--- src/memctl_params.svh ---
/*
 * Offsets, field positions, reset values and timing counts of the memory
 * bank controller. Assumes inclusion by bare name from the design file.
 */
`ifndef MEMCTL_PARAMS_SVH
`define MEMCTL_PARAMS_SVH

`define OFF_WIDTH 8'h00
`define OFF_STATIC0 8'h04
`define OFF_SDRAM6 8'h1c
`define OFF_REFRESH 8'h24
`define OFF_SIZE 8'h28
`define OFF_MODE6 8'h2c
`define OFF_STATUS 8'h34

`define RST_WIDTH 32'h0000_0000
`define RST_STATIC 32'h0000_0700
`define RST_SDRAM 32'h0000_0000
`define RST_REFRESH 32'h0000_0000
`define RST_SIZE 32'h0000_0000
`define RST_MODE 32'h0000_0030

`define BOOT_ADDR 30'h0000_0000
`define ACC_LSB 8
`define ACC_MSB 10
`define TRCD_LSB 2
`define TRCD_MSB 3
`define FOUR_BANK_BIT 4
`define SIZE_MSB 2
`define CL_LSB 4
`define CL_MSB 6
`define TRCD_BASE 3'h2
`define BOOT_SETTLE 2'h3

`endif

--- src/memctl_pkg.sv ---
/*
 * Types shared by the memory bank controller.
 * Assumes nothing of its surroundings.
 */
package memctl_pkg;
    typedef enum logic [2:0] {
        S_WAIT = 3'h0,
        S_IDLE = 3'h1,
        S_STATIC = 3'h3,
        S_ACT = 3'h2,
        S_COL = 3'h6,
        S_DONE = 3'h7
    } state_type;
    typedef enum logic [1:0] {
        W_BYTE = 2'h0,
        W_HALF = 2'h1,
        W_WORD = 2'h2
    } width_type;
endpackage

--- src/memory_bank_boot_config.sv ---
/*
 * External memory bank controller: APB register file, boot fetch from
 * address zero, six static banks and two SDRAM-capable banks.
 * Assumes a single-cycle-domain core request port and asynchronous pins.
 */
// The register addresses and the APB interface to the registers were left to the implementer.
// Contract
// RL1 - After reset the first fetch is from address zero.
// RL2 - Boot mode pins pick bank zero width: NAND, 16, 32, test.
// RL3 - Halfword boot bank: big endian odd bytes low lane; little reversed.
// RL4 - Eight banks: six static only, banks six and seven also SDRAM. The code runs banks six and seven as SDRAM only.
// RL5 - Software sets access timing per bank in its own timing register.
// RL6 - Bank zero width comes from boot pins, never from software.
// RL7 - Banks one to seven take software-selected byte, half or word width.
// RL8 - Boot code programs all memory registers before non-boot accesses.
// RL9 - SDRAM bank-select bits follow bank size and bank count.
// RL10 - 64MB uses A[25:24], 128MB uses A[26:25].
// RL11 - Recommended refresh: enabled, precharge 2, cycle 7, hold 3, 1113. The code only stores the refresh register and issues no refresh.
// RL12 - Drive SDRAM clock enable, clock, selects, strobes, masks, AP.
// RL13 - Only the addressed bank selects, with its width and timing.
// RL14 - Bank-select bits go to SDRAM bank pins on activate and column.
`include "memctl_params.svh"
`timescale 1ns/1ns
`default_nettype none
module memory_bank_boot_config
    import memctl_pkg::*;
(
    input wire logic pclk,
    input wire logic presetn,
    input wire logic psel,
    input wire logic penable,
    input wire logic pwrite,
    input wire logic [7:0] paddr,
    input wire logic [31:0] pwdata,
    output logic [31:0] prdata,
    output logic pready,
    output logic pslverr,
    input wire logic [1:0] boot_mode_pins,
    input wire logic big_endian,
    input wire logic [31:0] mem_data_in,
    input wire logic req,
    input wire logic req_write,
    input wire logic req_byte,
    input wire logic [29:0] req_addr,
    output logic ack,
    output logic [31:0] rdata,
    output logic [26:0] mem_addr,
    output logic [5:0] static_cs_n,
    output logic out_en_n,
    output logic write_en_n,
    output logic [1:0] sdram_chip_selects_n,
    output logic row_strobe_n,
    output logic column_strobe_n,
    output logic [3:0] byte_mask_n,
    output logic [1:0] sdram_bank_addr,
    output logic sdram_clk_en,
    output logic sdram_clk,
    output logic auto_precharge_flag
);
    function automatic logic [3:0] acc_cycles(input logic [2:0] code);
        case (code)
            3'h0: acc_cycles = 4'h1;
            3'h1: acc_cycles = 4'h2;
            3'h2: acc_cycles = 4'h3;
            3'h3: acc_cycles = 4'h4;
            3'h4: acc_cycles = 4'h6;
            3'h5: acc_cycles = 4'h8;
            3'h6: acc_cycles = 4'ha;
            default: acc_cycles = 4'he;
        endcase
    endfunction

    // Two-bank parts use one bit at 20+size, four-bank parts it and the next
    // lower bit
    function automatic logic [1:0] bank_sel(input logic [2:0] size,
        input logic four, input logic [29:0] a);
        logic [4:0] idx;
        idx = 5'(20 + size);
        if (four)
            bank_sel = {a[idx], a[idx - 5'h1]}; // RL9 RL10
        else
            bank_sel = {1'b0, a[idx]}; // RL9
    endfunction

    function automatic logic [3:0] lane_mask(input width_type w);
        case (w)
            W_BYTE: lane_mask = 4'he;
            W_HALF: lane_mask = 4'hc;
            default: lane_mask = 4'h0;
        endcase
    endfunction

    logic [1:0] mode_s1, mode_s2;
    logic endian_s1, endian_s2;
    logic [31:0] data_s1, data_s2;
    always_ff @(posedge pclk or negedge presetn) begin
        if (!presetn) begin
            mode_s1 <= 2'h0;
            mode_s2 <= 2'h0;
            endian_s1 <= 1'b0;
            endian_s2 <= 1'b0;
            data_s1 <= 32'h0;
            data_s2 <= 32'h0;
        end else begin
            mode_s1 <= boot_mode_pins;
            mode_s2 <= mode_s1;
            endian_s1 <= big_endian;
            endian_s2 <= endian_s1;
            data_s1 <= mem_data_in;
            data_s2 <= data_s1;
        end
    end

    // Register file
    logic [31:0] width_reg, width_next;
    logic [31:0] static_reg [6];
    logic [31:0] static_next [6];
    logic [31:0] sdram_reg [2];
    logic [31:0] sdram_next [2];
    logic [31:0] mode_reg [2];
    logic [31:0] mode_next [2];
    logic [31:0] refresh_reg, refresh_next, size_reg, size_next;
    logic [31:0] prdata_next;
    logic pready_next, pslverr_next;
    logic [5:0] status_bits;
    logic apb_go;
    assign apb_go = psel && penable && pready;

    always_comb begin
        width_next = width_reg;
        refresh_next = refresh_reg;
        size_next = size_reg;
        static_next = static_reg;
        sdram_next = sdram_reg;
        mode_next = mode_reg;
        prdata_next = 32'h0;
        pslverr_next = 1'b0;
        pready_next = psel && penable && !pready;
        for (int i = 0; i < 6; i++) begin
            if (paddr == 8'(`OFF_STATIC0 + 4 * i)) begin
                if (apb_go && pwrite)
                    static_next[i] = pwdata; // RL5
                prdata_next = static_reg[i];
            end
        end
        for (int j = 0; j < 2; j++) begin
            if (paddr == 8'(`OFF_SDRAM6 + 4 * j)) begin
                if (apb_go && pwrite)
                    sdram_next[j] = pwdata; // RL5
                prdata_next = sdram_reg[j];
            end
            if (paddr == 8'(`OFF_MODE6 + 4 * j)) begin
                if (apb_go && pwrite)
                    mode_next[j] = pwdata;
                prdata_next = mode_reg[j];
            end
        end
        case (paddr)
            `OFF_WIDTH: begin
                if (apb_go && pwrite)
                    width_next = {pwdata[31:4], 4'h0}; // RL6
                prdata_next = width_reg;
            end
            `OFF_REFRESH: begin
                if (apb_go && pwrite)
                    refresh_next = pwdata;
                prdata_next = refresh_reg;
            end
            `OFF_SIZE: begin
                if (apb_go && pwrite)
                    size_next = pwdata;
                prdata_next = size_reg;
            end
            `OFF_STATUS: prdata_next = {26'h0, status_bits};
            default: begin
                if (paddr[1:0] != 2'h0 || paddr > `OFF_STATUS)
                    pslverr_next = pready_next;
            end
        endcase
        if (!pready_next)
            prdata_next = 32'h0;
    end

    always_ff @(posedge pclk or negedge presetn) begin
        if (!presetn) begin
            width_reg <= `RST_WIDTH;
            refresh_reg <= `RST_REFRESH;
            size_reg <= `RST_SIZE;
            static_reg <= '{default: `RST_STATIC};
            sdram_reg <= '{default: `RST_SDRAM};
            mode_reg <= '{default: `RST_MODE};
            prdata <= 32'h0;
            pready <= 1'b0;
            pslverr <= 1'b0;
        end else begin
            width_reg <= width_next;
            refresh_reg <= refresh_next;
            size_reg <= size_next;
            static_reg <= static_next;
            sdram_reg <= sdram_next;
            mode_reg <= mode_next;
            prdata <= prdata_next;
            pready <= pready_next;
            pslverr <= pslverr_next;
        end
    end

    // Access engine
    state_type state_reg, state_next;
    width_type boot_width_reg, boot_width_next, cur_width;
    logic [1:0] boot_mode_reg, boot_mode_next;
    logic [29:0] addr_reg, addr_next;
    logic [2:0] bank_reg, bank_next;
    logic [3:0] cnt_reg, cnt_next;
    logic boot_reg, boot_next, wr_reg, wr_next, byte_reg, byte_next;
    logic boot_done_reg, boot_done_next, ack_next, clk_next;
    logic [31:0] rdata_next;
    logic [5:0] static_cs_next;
    logic [1:0] sdram_cs_next, bank_addr_next;
    logic [26:0] mem_addr_next;
    logic ras_next, cas_next, oe_next, we_next, ap_next, cke_next;
    logic [3:0] mask_next;
    logic [1:0] sd;

    assign sd = 2'(bank_reg - 3'h6);
    assign status_bits = {boot_mode_reg, boot_width_reg, state_reg == S_IDLE,
        boot_done_reg};
    assign cur_width = (bank_reg == 3'h0) ? boot_width_reg : // RL6
        width_type'(width_reg[4 * bank_reg +: 2]); // RL7

    always_comb begin
        state_next = state_reg;
        boot_width_next = boot_width_reg;
        boot_mode_next = boot_mode_reg;
        addr_next = addr_reg;
        bank_next = bank_reg;
        cnt_next = cnt_reg;
        boot_next = boot_reg;
        wr_next = wr_reg;
        byte_next = byte_reg;
        boot_done_next = boot_done_reg;
        ack_next = 1'b0;
        rdata_next = rdata;
        clk_next = ~sdram_clk;
        static_cs_next = 6'h3f;
        sdram_cs_next = 2'h3;
        ras_next = 1'b1;
        cas_next = 1'b1;
        oe_next = 1'b1;
        we_next = 1'b1;
        ap_next = 1'b0;
        cke_next = 1'b1; // RL12
        mask_next = 4'hf;
        bank_addr_next = sdram_bank_addr;
        mem_addr_next = mem_addr;
        case (state_reg)
            S_WAIT: begin
                cnt_next = 4'(cnt_reg + 4'h1);
                if (cnt_reg[1:0] == `BOOT_SETTLE) begin
                    boot_mode_next = mode_s2;
                    case (mode_s2)
                        2'h0: boot_width_next = W_BYTE; // RL2
                        2'h1: boot_width_next = W_HALF; // RL2
                        default: boot_width_next = W_WORD; // RL2
                    endcase
                    addr_next = `BOOT_ADDR; // RL1
                    bank_next = 3'h0;
                    boot_next = 1'b1;
                    wr_next = 1'b0;
                    byte_next = 1'b0;
                    cnt_next = acc_cycles(static_reg[0][`ACC_MSB:`ACC_LSB]);
                    state_next = S_STATIC;
                end
            end
            S_IDLE: begin
                if (req && !ack) begin
                    addr_next = req_addr;
                    bank_next = req_addr[29:27];
                    wr_next = req_write;
                    byte_next = req_byte;
                    boot_next = 1'b0;
                    if (req_addr[29:28] == 2'h3) begin // RL4
                        cnt_next = 4'(`TRCD_BASE +
                            sdram_reg[req_addr[27]][`TRCD_MSB:`TRCD_LSB]);
                        state_next = S_ACT;
                    end else begin
                        cnt_next = acc_cycles(static_reg[req_addr[29:27]]
                            [`ACC_MSB:`ACC_LSB]); // RL5
                        state_next = S_STATIC;
                    end
                end
            end
            S_STATIC: begin
                static_cs_next[bank_reg] = 1'b0; // RL13
                mem_addr_next = addr_reg[26:0];
                oe_next = wr_reg;
                we_next = !wr_reg;
                mask_next = lane_mask(cur_width); // RL7
                cnt_next = 4'(cnt_reg - 4'h1);
                if (cnt_reg == 4'h1) begin
                    rdata_next = data_s2;
                    if (cur_width == W_HALF && byte_reg)
                        rdata_next = {24'h0, (addr_reg[0] ^ endian_s2) ?
                            data_s2[15:8] : data_s2[7:0]}; // RL3
                    state_next = S_DONE;
                end
            end
            S_ACT: begin
                if (cnt_reg == 4'(`TRCD_BASE +
                    sdram_reg[sd[0]][`TRCD_MSB:`TRCD_LSB])) begin
                    sdram_cs_next[sd[0]] = 1'b0; // RL13
                    ras_next = 1'b0;
                    bank_addr_next = bank_sel(size_reg[`SIZE_MSB:0],
                        sdram_reg[sd[0]][`FOUR_BANK_BIT], addr_reg); // RL14
                    mem_addr_next = {14'h0, addr_reg[22:10]};
                end
                cnt_next = 4'(cnt_reg - 4'h1);
                if (cnt_reg == 4'h0) begin
                    cnt_next = 4'(mode_reg[sd[0]][`CL_MSB:`CL_LSB]);
                    sdram_cs_next[sd[0]] = 1'b0;
                    cas_next = 1'b0;
                    we_next = !wr_reg;
                    ap_next = 1'b1; // RL12
                    bank_addr_next = bank_sel(size_reg[`SIZE_MSB:0],
                        sdram_reg[sd[0]][`FOUR_BANK_BIT], addr_reg); // RL14
                    mem_addr_next = {14'h0, 1'b1, 3'h0, addr_reg[9:1]};
                    mask_next = lane_mask(cur_width);
                    state_next = S_COL;
                end
            end
            S_COL: begin
                mask_next = lane_mask(cur_width);
                cnt_next = 4'(cnt_reg - 4'h1);
                if (cnt_reg <= 4'h1) begin
                    rdata_next = data_s2;
                    state_next = S_DONE;
                end
            end
            S_DONE: begin
                ack_next = !boot_reg;
                boot_done_next = 1'b1;
                state_next = S_IDLE;
            end
            default: state_next = S_IDLE;
        endcase
    end

    always_ff @(posedge pclk or negedge presetn) begin
        if (!presetn) begin
            state_reg <= S_WAIT;
            boot_width_reg <= W_BYTE;
            boot_mode_reg <= 2'h0;
            addr_reg <= 30'h0;
            bank_reg <= 3'h0;
            cnt_reg <= 4'h0;
            boot_reg <= 1'b0;
            wr_reg <= 1'b0;
            byte_reg <= 1'b0;
            boot_done_reg <= 1'b0;
            ack <= 1'b0;
            rdata <= 32'h0;
            static_cs_n <= 6'h3f;
            sdram_chip_selects_n <= 2'h3;
            row_strobe_n <= 1'b1;
            column_strobe_n <= 1'b1;
            out_en_n <= 1'b1;
            write_en_n <= 1'b1;
            byte_mask_n <= 4'hf;
            sdram_bank_addr <= 2'h0;
            mem_addr <= 27'h0;
            auto_precharge_flag <= 1'b0;
            sdram_clk_en <= 1'b0;
            sdram_clk <= 1'b0;
        end else begin
            state_reg <= state_next;
            boot_width_reg <= boot_width_next;
            boot_mode_reg <= boot_mode_next;
            addr_reg <= addr_next;
            bank_reg <= bank_next;
            cnt_reg <= cnt_next;
            boot_reg <= boot_next;
            wr_reg <= wr_next;
            byte_reg <= byte_next;
            boot_done_reg <= boot_done_next;
            ack <= ack_next;
            rdata <= rdata_next;
            static_cs_n <= static_cs_next;
            sdram_chip_selects_n <= sdram_cs_next;
            row_strobe_n <= ras_next;
            column_strobe_n <= cas_next;
            out_en_n <= oe_next;
            write_en_n <= we_next;
            byte_mask_n <= mask_next;
            sdram_bank_addr <= bank_addr_next;
            mem_addr <= mem_addr_next;
            auto_precharge_flag <= ap_next;
            sdram_clk_en <= cke_next;
            sdram_clk <= clk_next;
        end
    end

    // Checks
    logic [3:0] low_cnt;
    always_ff @(posedge pclk or negedge presetn) begin
        if (!presetn)
            low_cnt <= 4'h0;
        else
            low_cnt <= (&static_cs_n) ? 4'h0 : 4'(low_cnt + 4'h1);
    end

    chk_boot_first_addr: assert property (@(posedge pclk) disable iff (!presetn) // RL1
        $fell(boot_done_reg == 1'b0 && state_reg == S_WAIT) |=>
        !static_cs_n[0] && mem_addr == 27'h0)
        else $error("boot fetch not at address zero");
    chk_boot_width_map: assert property (@(posedge pclk) disable iff (!presetn) // RL2
        state_reg == S_STATIC && boot_reg |->
        boot_width_reg == ((boot_mode_reg == 2'h1) ? W_HALF :
        (boot_mode_reg == 2'h0) ? W_BYTE : W_WORD))
        else $error("bank zero width does not follow boot pins");
    chk_bank0_width_fixed: assert property (@(posedge pclk) disable iff (!presetn) // RL6
        boot_done_reg |-> $stable(boot_width_reg))
        else $error("bank zero width changed after boot");
    chk_one_select: assert property (@(posedge pclk) disable iff (!presetn) // RL13
        $onehot0(~{static_cs_n, sdram_chip_selects_n}))
        else $error("more than one bank selected");
    chk_sdram_banks_only: assert property (@(posedge pclk) disable iff (!presetn) // RL4
        !(&sdram_chip_selects_n) |-> bank_reg[2:1] == 2'h3)
        else $error("SDRAM select on a static bank");
    chk_act_then_col: assert property (@(posedge pclk) disable iff (!presetn) // RL14
        !row_strobe_n |-> ##[2:5] !column_strobe_n && auto_precharge_flag)
        else $error("column command missing after activate");
    chk_bank_bits_128: assert property (@(posedge pclk) disable iff (!presetn) // RL10
        !row_strobe_n && $past(size_reg[2:0]) == 3'h6 &&
        $past(sdram_reg[sd[0]][`FOUR_BANK_BIT]) |->
        sdram_bank_addr == addr_reg[26:25])
        else $error("128MB bank select not on A26:A25");
    chk_byte_lanes: assert property (@(posedge pclk) disable iff (!presetn) // RL7
        !static_cs_n[1] && $past(width_reg[5:4]) == 2'h0 |-> byte_mask_n == 4'he)
        else $error("byte bank lane mask wrong");
    chk_static_len: assert property (@(posedge pclk) disable iff (!presetn) // RL5
        $rose(&static_cs_n) |->
        low_cnt == acc_cycles(static_reg[bank_reg][`ACC_MSB:`ACC_LSB]))
        else $error("static access length differs from timing");
endmodule
`default_nettype wire

--- config.mk ---
export PLATFORM = sky130hd
export DESIGN_NAME = memory_bank_boot_config
export DESIGN_NICKNAME = d
export VERILOG_FILES = /design/src/memctl_pkg.sv /design/src/memory_bank_boot_config.sv
export VERILOG_INCLUDE_DIRS = /design/src
export SDC_FILE = /design/constraint.sdc
export NUM_CORES = 1
export LEC_CHECK = 0
export ABC_AREA = 1
export ABC_CLOCK_PERIOD_IN_PS = 5400
export BUFFER_PORTS_ARGS = -buffer_cell sky130_fd_sc_hd__buf_2
export CAP_MARGIN = 10
export CORE_UTILIZATION = 35
export CTS_BUF_LIST = sky130_fd_sc_hd__clkbuf_4
export CTS_CLUSTER_SIZE = 28
export DETAILED_ROUTE_END_ITERATION = 8
export PLACE_DENSITY = 0.51
export SLEW_MARGIN = 25
export SYNTH_ARGS = -nofsm -noshare
export SYNTH_HDL_FRONTEND = slang
export SYNTH_SLANG_ARGS = --single-unit
--- constraint.sdc ---
create_clock -name pclk -period 5.4 [get_ports pclk]
set_input_delay 1.08 -clock pclk [delete_from_list [all_inputs] [get_ports pclk]]
set_output_delay 1.08 -clock pclk [all_outputs]
set_load 0.03 [all_outputs]
==> results of run 1 <==
[per-layer routing]
metal	wire [um]	track usage	vias to the layer above
met5	0	0	-
met4	1960	0.07051	0
met3	4109	0.04353	132
met2	40670	0.3563	541
met1	37130	0.2762	10630
li1	-	-	10860
[timing repair]
| action | CTS | global route |
|---|---|---|
| setup buffers | 0 | 0 |
| hold buffers | 15 | 0 |
| endpoints found under the hold margin | 15 | 0 |
[per-stage QoR]
stage | area, um^2 | utilization
floorplan | 27450 | -
global placement | 29280 | 0.3780
detailed placement | 29290 | 0.3781
CTS | 31780 | 0.4103
global route | 31830 | 0.4108
finish | 31830 | 0.4108
[cells by family after synthesis]
logic type                 count (synthesis)  synth area share
AOI/OAI and AO/OA                        650            0.1253
adders and majority gates                  4          0.001823
DFF                                      641            0.5861
buffers and inverters                    433           0.06619
other                                      1         0.0001366
xor gates and xnor gates                   5          0.001595
and+or+nand+nor                         1415            0.2185
muxes                                      1         0.0003647
[final cells by class]
class	count	share of cell area
clock buffer	264	0.06227
multi-input combinational	2076	0.3019
inverter	234	0.02768
tap	1040	0.04089
antenna	1	0.00007863
timing repair buffer	273	0.05024
sequential	641	0.5054
clock inverter	63	0.01148
[path summary, 6_finish.rpt]
path / startpoint / to / slack (ns) / cells past startpoint
worst max-delay path: state_reg[1] / addr_reg[24] / 2.38 / 6
worst min-delay path: presetn / mem_addr[0] / 0.13 / 1
worst max register to register: state_reg[1] / addr_reg[24] / 2.38 / 6
worst min register to register: data_s1[21] / data_s2[21] / 0.31 / 0
max in group asynchronous: presetn / rdata[23] / 4.07 / 2
min in group pclk: mem_data_in[11] / data_s1[11] / 0.16 / 1
[where the power goes]
group / internal [uW] / switching [uW] / leakage (uW)
Sequential: 5240 / 269 / 0.00851
Clock: 2320 / 2190 / 0.00138
Combinational: 675 / 1800 / 0.00544
Total: 8230 / 4260 / 0.0153
[cell usage in the layout, fill, tap and decap left out, types with 51 or more instances in the layout]
master	netlist	routed
a21oi_1	73	73
buf_2	46	226
clkbuf_4	0	264
dfrtp_1	604	604
inv_1	214	213
nand2_1	951	949
nand3_1	212	211
nand4_1	51	51
nor2_1	111	108
o21ai_0	432	432
o21ai_1	79	79
==> flow_summary.ini, run 1 <==
[run_status]
result_of_the_run = finished, final reports clean

[global_route]
grt_overflow_total = 0
grt_pass1_vias = 21580
grt_max_degree = 132
global_route_wire_length_before_repair_um = 129300
globalRouteTotalUtil = 0.2136
number_of_antenna_violations_at_the_first_check_in_global_routing = 1

[synthesis]
postSynthAreaPerCell_um2 = 8.714
count_of_yosys_warnings_during_synthesis = 0
synth_top_area_frac = 0.5507
synth_area_leaders = dfrtp_1, nand2_1, o21ai_0
most_common_cell_in_the_synthesized_netlist = nand2_1
postSynthCellCount = 3150
synth_top_flop_cell = dfrtp_1
synth.ff_latch_count = 641
yosys.cell_types.count = 47
synthesis.nets = 3267
async_reset_ff_frac = 1.000
ys_seq_area_frac = 0.5861
synth-edff-count = 0
synth_top_cell_by_area = dfrtp_1
post_synth_instance_area_um2 = 27450
yosys-top-cells-count = nand2_1, dfrtp_1, o21ai_0

[setup_path]
timing.setup.critical_path_class = register to register
critPathMaxStageDelay_ns = 0.75
cp-end-kind = register
critPathMaxFanout = 35
worst_setup_path_start_kind = register
cpMaxStageDelayCell = nand2_1
cp_data_arrival_time_ns = 3.87
path_cells = nor2_1 -> nand2_1 -> inv_2 -> nand2_1 -> nand2_1 -> o21ai_0
critical_path.most_common_cell = nand2_1
worstPathRequired_ns = 6.25
worstPathBufferInverterCount = 1
cp_top_family = simple AND/OR/NAND/NOR gates

[place]
detailedPlacementHpwl_um = 54510
dpl_worst_slack_ns = 1.537
placed_cells_incl_taps = 4248
placement.io_buffers = 227
globalplace.congestion = 0.8322

[cts]
cts_tree = built
max-clock-path-buffers = 3
clock_buffers_created_by_tritoncts = 177
clk_latency_ns = 1.04
clock_tree_root = clkbuf_4
cts.sinks = 641
htreeDepth = 4
cts_repair_resize_count = 0
path_clk_slew_ns = 0.07

[routing]
vias = 22170
detailedRoute.firstPassIterationCount = 6
dr.first_iter.drc_count = 1685
route.detailed.vias_per_inst = 4.827
wirelength_um = 83870
drcViolationCount = 0
drt.antenna.violating_nets = 0
routed_len_inst_um = 18.26

[finish]
largest_reg_flops = 192
register_area_um2 = 16090
final.fill_count = 8074
synthToLayoutAreaGrowth_pct = 15.95
post_route_cells_drive_above_1_share = 0.1907
post_layout_nonfiller_instances = 4592
multiInputGateArea_um2 = 9609
final_nets = 3520

[timing]
finalClockSkew_ns = 0.09603
layout_setup_ws_ns = 2.379
slew_headroom = 0.3792
final.min_clock_period_ns = 3.021
hold_slack_ns = 0.1315
report.final.hold_viol_count = 0
setup_viol = 0
report.final.slew_viol_count = 0
finalSetupTns_ns = 0
post-route-period-util = 0.5594
maxClockFrequency_mhz = 331.0
worstMarginPinSlew_ns = 0.9302
unrepaired_setup_endpoints_after_global_routing = no

[die]
floorplan.die_area_um2 = 79550
initial_utilization = 0.3543
die_w_um = 282.0
floorplan.io_pins = 228
core_area_um2 = 77470
floorplan.rows = 102
die_y_um = 282.0

[min_path]
hold_path.class = input pin to asynchronous set/reset pin

[pwr]
cellPowerDensity_nw_per_um2 = 392.6
power.ir.vdd_worst_mv = 0.1989
leakagePower_uw = 0.01533
totalPowerFinal_uw = 12500

[flow_run]
max_cap_viol_count = 0
(Power assumes the default switching activity.)
==> run 2: changes to the inputs <==
--- a/config.mk
+++ b/config.mk
@@ -7,7 +7,7 @@
 export NUM_CORES = 1
 export LEC_CHECK = 0
 export ABC_AREA = 1
-export ABC_CLOCK_PERIOD_IN_PS = 5400
+export ABC_CLOCK_PERIOD_IN_PS = 2900
 export BUFFER_PORTS_ARGS = -buffer_cell sky130_fd_sc_hd__buf_2
 export CAP_MARGIN = 10
 export CORE_UTILIZATION = 35
==> constraint.sdc (replaced) <==
create_clock -name pclk -period 2.9 [get_ports pclk]
set_input_delay 0.58 -clock pclk [delete_from_list [all_inputs] [get_ports pclk]]
set_output_delay 0.58 -clock pclk [all_outputs]
set_load 0.03 [all_outputs]
==> run 2 against run 1 <==
Via count grew 1.9%; register-to-register slack worse by 2.0 ns; clock skew shrank 0.027 ns; combinational power grew 91%; critical path type unchanged; critical endpoint is now rdata[22].
==> flow_summary.ini, run 2 (synthesized netlist as in run 1, its figures left out) <==
[die]
die_y_um = 282.0
initial_utilization = 0.3543
floorplan.die_area_um2 = 79550
floorplan.rows = 102
floorplan.io_pins = 228
die_w_um = 282.0
core_area_um2 = 77470

[timing]
post-route-period-util = 0.8744
report.final.slew_viol_count = 0
worstMarginPinSlew_ns = 0.8790
unrepaired_setup_endpoints_after_global_routing = no
setup_viol = 0
report.final.hold_viol_count = 0
finalSetupTns_ns = 0
maxClockFrequency_mhz = 394.4
slew_headroom = 0.4134
hold_slack_ns = 0.1075
final.min_clock_period_ns = 2.536
finalClockSkew_ns = 0.06874

[finish]
final_nets = 3622
final.fill_count = 7985
largest_reg_flops = 192
multiInputGateArea_um2 = 9579
synthToLayoutAreaGrowth_pct = 19.76
post_layout_nonfiller_instances = 4692
layout_commonest_cell = nand2_1
register_area_um2 = 16090
post_route_cells_drive_above_1_share = 0.1990
most-common-layout-cells = nand2_1, dfrtp_1, o21ai_0
design_area_final_um2 = 32870

[routing]
route.detailed.vias_per_inst = 4.814
routed_len_inst_um = 18.08
vias = 22590
dr.first_iter.drc_count = 1388
detailedRoute.firstPassIterationCount = 6
drt.antenna.violating_nets = 0
drcViolationCount = 0
wirelength_um = 84810

[min_path]
hold_path.class = input pin to asynchronous set/reset pin

[setup_path]
reg2reg_setup_slack_ns = 0.36
worstPathRequired_ns = 3.81
path_cells = clkinv_2 -> o21ai_0 -> nand2_1 -> nand2_1 -> nand4_1 -> nand2_2 -> nand3_1 -> nand2_1
ff2ff_path_depth = 8
cpMaxStageDelayCell = nand2_2
timing.setup.critical_path_class = register to register
number_of_gates_on_the_worst_path_with_buffers_counted = 8
critical_path.most_common_cell = nand2_1
worst_setup_path_start_kind = register
cp_top_family = simple AND/OR/NAND/NOR gates
worstPathBufferInverterCount = 1
critPathMaxFanout = 24
cp_data_arrival_time_ns = 3.45
critPathMaxStageDelay_ns = 0.63
cp-end-kind = register

[global_route]
global_route_wire_length_before_repair_um = 130900
grt_overflow_total = 0
number_of_antenna_violations_at_the_first_check_in_global_routing = 2
grt_pass1_vias = 22260
grt_max_degree = 99
globalRouteTotalUtil = 0.2164

[flow_run]
max_cap_viol_count = 0

[cts]
cts_hold_bufs = 68
htreeDepth = 4
path_clk_slew_ns = 0.06
cts_tree = built
cts_repair_resize_count = 0
clock_buffers_created_by_tritoncts = 178
max-clock-path-buffers = 3
clk_latency_ns = 1.02
clock_tree_root = clkbuf_4
cts.sinks = 641
buffers_inserted_by_post_cts_timing_repair = 0

[pwr]
leakagePower_uw = 0.01576
power.ir.vdd_worst_mv = 0.3852
cellPowerDensity_nw_per_um2 = 715.9

[place]
placed_cells_incl_taps = 4297
globalplace.congestion = 0.8438
placed_cell_area_um2 = 29800
detailedPlacementHpwl_um = 57520
placement.io_buffers = 227

[run_status]
result_of_the_run = finished, final reports clean
-- run 2: changes by cell type in the layout (fill, tap and decap cells not counted), sizes merged --
| cell | previous run | this run |
|---|---|---|
| inv | 237 | 240 |
| clkinv | 57 | 48 |
| dlygate4sd3 | 15 | 68 |
| diode | 1 | 3 |
| buf | 258 | 306 |
| bufinv | 1 | 3 |
| clkinvlp | 2 | 3 |
-- run 2: stage by stage --
| stage | power, uW | setup slack (ns) | util |
|---|---|---|---|
| floorplan | 13480 | 1.061 | - |
| CTS | 23910 | 0.3399 | 0.4242 |
| global placement | 15110 | 0.2571 | 0.3847 |
| global route | 24970 | 0.07704 | 0.4243 |
| finish | 23530 | 0.3642 | 0.4243 |
| detailed placement | 15130 | 0.2653 | 0.3847 |
-- run 2: path summary, 6_finish.rpt --
kind,startpoint,end
min in group pclk,pwdata[16],static_reg[112]
worst max register to register,addr_reg[27],rdata[22]
max in group asynchronous,presetn,sdram_reg[14]
worst min-delay path,presetn,cnt_reg[3]
worst min register to register,data_s1[3],data_s2[3]
worst max-delay path,addr_reg[27],rdata[22]
-- run 2: routing by layer --
metal	vias up	GRT usage	wire, um
met4	0	0.08041	2078
met1	10830	0.2800	37170
met3	126	0.03733	3974
met5	-	0	0
li1	11080	-	-
met2	552	0.3622	41590
-- run 2: area by class of cell --
type | count | share of cell area
antenna | 3 | 0.0002284
clock buffer | 264 | 0.06029
clock inverter | 60 | 0.01222
inverter | 234 | 0.02680
multi-input combinational | 2076 | 0.2914
sequential | 641 | 0.4894
tap | 1040 | 0.03959
timing repair buffer | 374 | 0.08009
-- run 2: report_power, final --
group	internal, uW	switching, uW
registers	9750	515
logic	1390	3340
clock network	4500	4030
total	15600	7890
==> run 3: changes to the inputs <==
--- a/config.mk
+++ b/config.mk
@@ -10,11 +10,11 @@
 export ABC_CLOCK_PERIOD_IN_PS = 2900
 export BUFFER_PORTS_ARGS = -buffer_cell sky130_fd_sc_hd__buf_2
 export CAP_MARGIN = 10
-export CORE_UTILIZATION = 35
+export CORE_UTILIZATION = 30
 export CTS_BUF_LIST = sky130_fd_sc_hd__clkbuf_4
 export CTS_CLUSTER_SIZE = 28
 export DETAILED_ROUTE_END_ITERATION = 8
-export PLACE_DENSITY = 0.51
+export PLACE_DENSITY = 0.46
 export SLEW_MARGIN = 25
 export SYNTH_ARGS = -nofsm -noshare
 export SYNTH_HDL_FRONTEND = slang
==> run 3 against run 2 <==
Fmax increased by 0.22%; sequential cell count unchanged; register-to-register slack about the same; clock skew increased by 0.038 ns; combinational power increased by 2%; design area increased by 1.6%; first-iteration DRC count increased by 25%; worst setup slack improved by 0.0055 ns; final cell count increased by 3.7%; routed wire length increased by 4.2%.
==> flow_summary.ini, run 3 (synthesized netlist as in run 1, its figures left out) <==
[global_route]
globalRouteTotalUtil = 0.1950
met2_usage = 0.3201
grt.busiest_layer = met2
number_of_antenna_violations_at_the_first_check_in_global_routing = 6
grt_max_degree = 91
gr-usage-met1 = 0.2506
grt_overflow_total = 0
global_route_wire_length_before_repair_um = 138700
grt_pass1_vias = 22940
grt.met3_usage = 0.04165

[cts]
clk_latency_ns = 1.09
max-clock-path-buffers = 3
cts_tree = built
buffers_inserted_by_post_cts_timing_repair = 0
clock_tree_root = clkbuf_4
clock_buffers_created_by_tritoncts = 182
cts.sinks = 641
htreeDepth = 4
path_clk_slew_ns = 0.06

[setup_path]
critical_path.most_common_cell = nand2_1
cp_data_arrival_time_ns = 3.47
path_cells = buf_4 -> clkinv_2 -> o21ai_0 -> nand2_1 -> nand2_1 -> nand4_1 -> nand2_4 -> nand3_1 -> nand2_1
reg2reg_setup_slack_ns = 0.37
cp-end-kind = register
timing.setup.critical_path_class = register to register
worst_setup_path_start_kind = register
cpMaxStageDelayCell = nand4_1
critPathMaxFanout = 24
worstPathRequired_ns = 3.84
critPathMaxStageDelay_ns = 0.55

[min_path]
hold_path.class = input pin to register

[place]
placed_cells_incl_taps = 4437
detailedPlacementHpwl_um = 60020
placed_cell_area_um2 = 30040
placement.io_buffers = 227
globalplace.congestion = 0.7980

[flow_run]
max_cap_viol_count = 0

[routing]
drcViolationCount = 0
dr.first_iter.drc_count = 1740
route.detailed.vias_per_inst = 4.658
wirelength_um = 88340
vias = 22660
drt.antenna.violating_nets = 0
routed_len_inst_um = 18.16
detailedRoute.firstPassIterationCount = 5

[finish]
design_area_final_um2 = 33410
post_route_cells_drive_above_1_share = 0.1995
synthToLayoutAreaGrowth_pct = 21.72
layout_commonest_cell = nand2_1
final.fill_count = 9510
final_nets = 3660
most-common-layout-cells = nand2_1, dfrtp_1, o21ai_0
post_layout_nonfiller_instances = 4865
largest_reg_flops = 192

[timing]
slew_headroom = 0.4981
hold_slack_ns = 0.1202
final.min_clock_period_ns = 2.530
setup_viol = 0
finalClockSkew_ns = 0.1067
unrepaired_setup_endpoints_after_global_routing = no
maxClockFrequency_mhz = 395.2
post-route-period-util = 0.8725
report.final.hold_viol_count = 0
finalSetupTns_ns = 0
report.final.slew_viol_count = 0
worstMarginPinSlew_ns = 0.7510

[run_status]
result_of_the_run = finished, final reports clean

[die]
die_w_um = 304.5
floorplan.die_area_um2 = 92710
floorplan.io_pins = 228
core_area_um2 = 90290
die_y_um = 304.5
initial_utilization = 0.3040
floorplan.rows = 110

[pwr]
leakagePower_uw = 0.01596
cellPowerDensity_nw_per_um2 = 705.7
power.ir.vdd_worst_mv = 0.3520
totalPowerFinal_uw = 23580
==> run 3: critical path: cells and delay by family, from the launching register on <==
family | cells | cell delay [ns]
buffers and inverters | 2 | 0.41
AND/OR/NAND/NOR | 6 | 1.42
flip-flops | 1 | 0.34
AO/OA/AOI/OAI | 1 | 0.20
==> run 3: cell type report <==
cell class | count | area [um^2] | share of cell area
diodes | 4 | 10.01 | 0.0002996
clock buffers | 274 | 2057 | 0.06157
clock inverters | 52 | 307.8 | 0.009213
inverters | 234 | 880.8 | 0.02637
multi-input cells | 2076 | 9584 | 0.2869
flip-flops and latches | 641 | 16090 | 0.4815
well taps | 1176 | 1471 | 0.04404
repair buffers | 408 | 3010 | 0.09011
==> run 3: final timing paths <==
check | cells past startpoint | start | endpoint
worst max-delay path | 9 | addr_reg[27] | rdata[27]
worst min-delay path | 3 | pwdata[16] | static_reg[112]
worst max register to register | 9 | addr_reg[27] | rdata[27]
worst min register to register | 0 | data_s1[0] | data_s2[0]
max in group asynchronous | 3 | presetn | data_s1[29]
min in group asynchronous | 3 | presetn | static_reg[101]
==> run 3: stage by stage <==
step	utilization	setup WS, ns
after global placement	0.3327	0.2379
after global routing	0.3700	0.09601
final	0.3700	0.3697
after detailed placement	0.3327	0.2798
after floorplan	-	1.061
after CTS	0.3699	0.2338
==> run 3: power by group <==
part | switching, uW | internal, uW | total (uW)
clock network | 4060 | 4440 | 8500
registers | 498 | 9760 | 10300
logic | 3420 | 1400 | 4820
total | 7980 | 15600 | 23600
==> run 3: timing repair <==
action / in CTS / in global routing
resized for setup: 0 / 1
hold buffers: 98 / 0
endpoints found under the hold margin: 829 / 0
setup endpoints to repair: 0 / 21
==> run 3: routing by layer <==
metal,vias up,share of wire
met5,-,0
met4,0,0.030
met3,152,0.050
met2,567,0.48
met1,10800,0.44
li1,11150,-
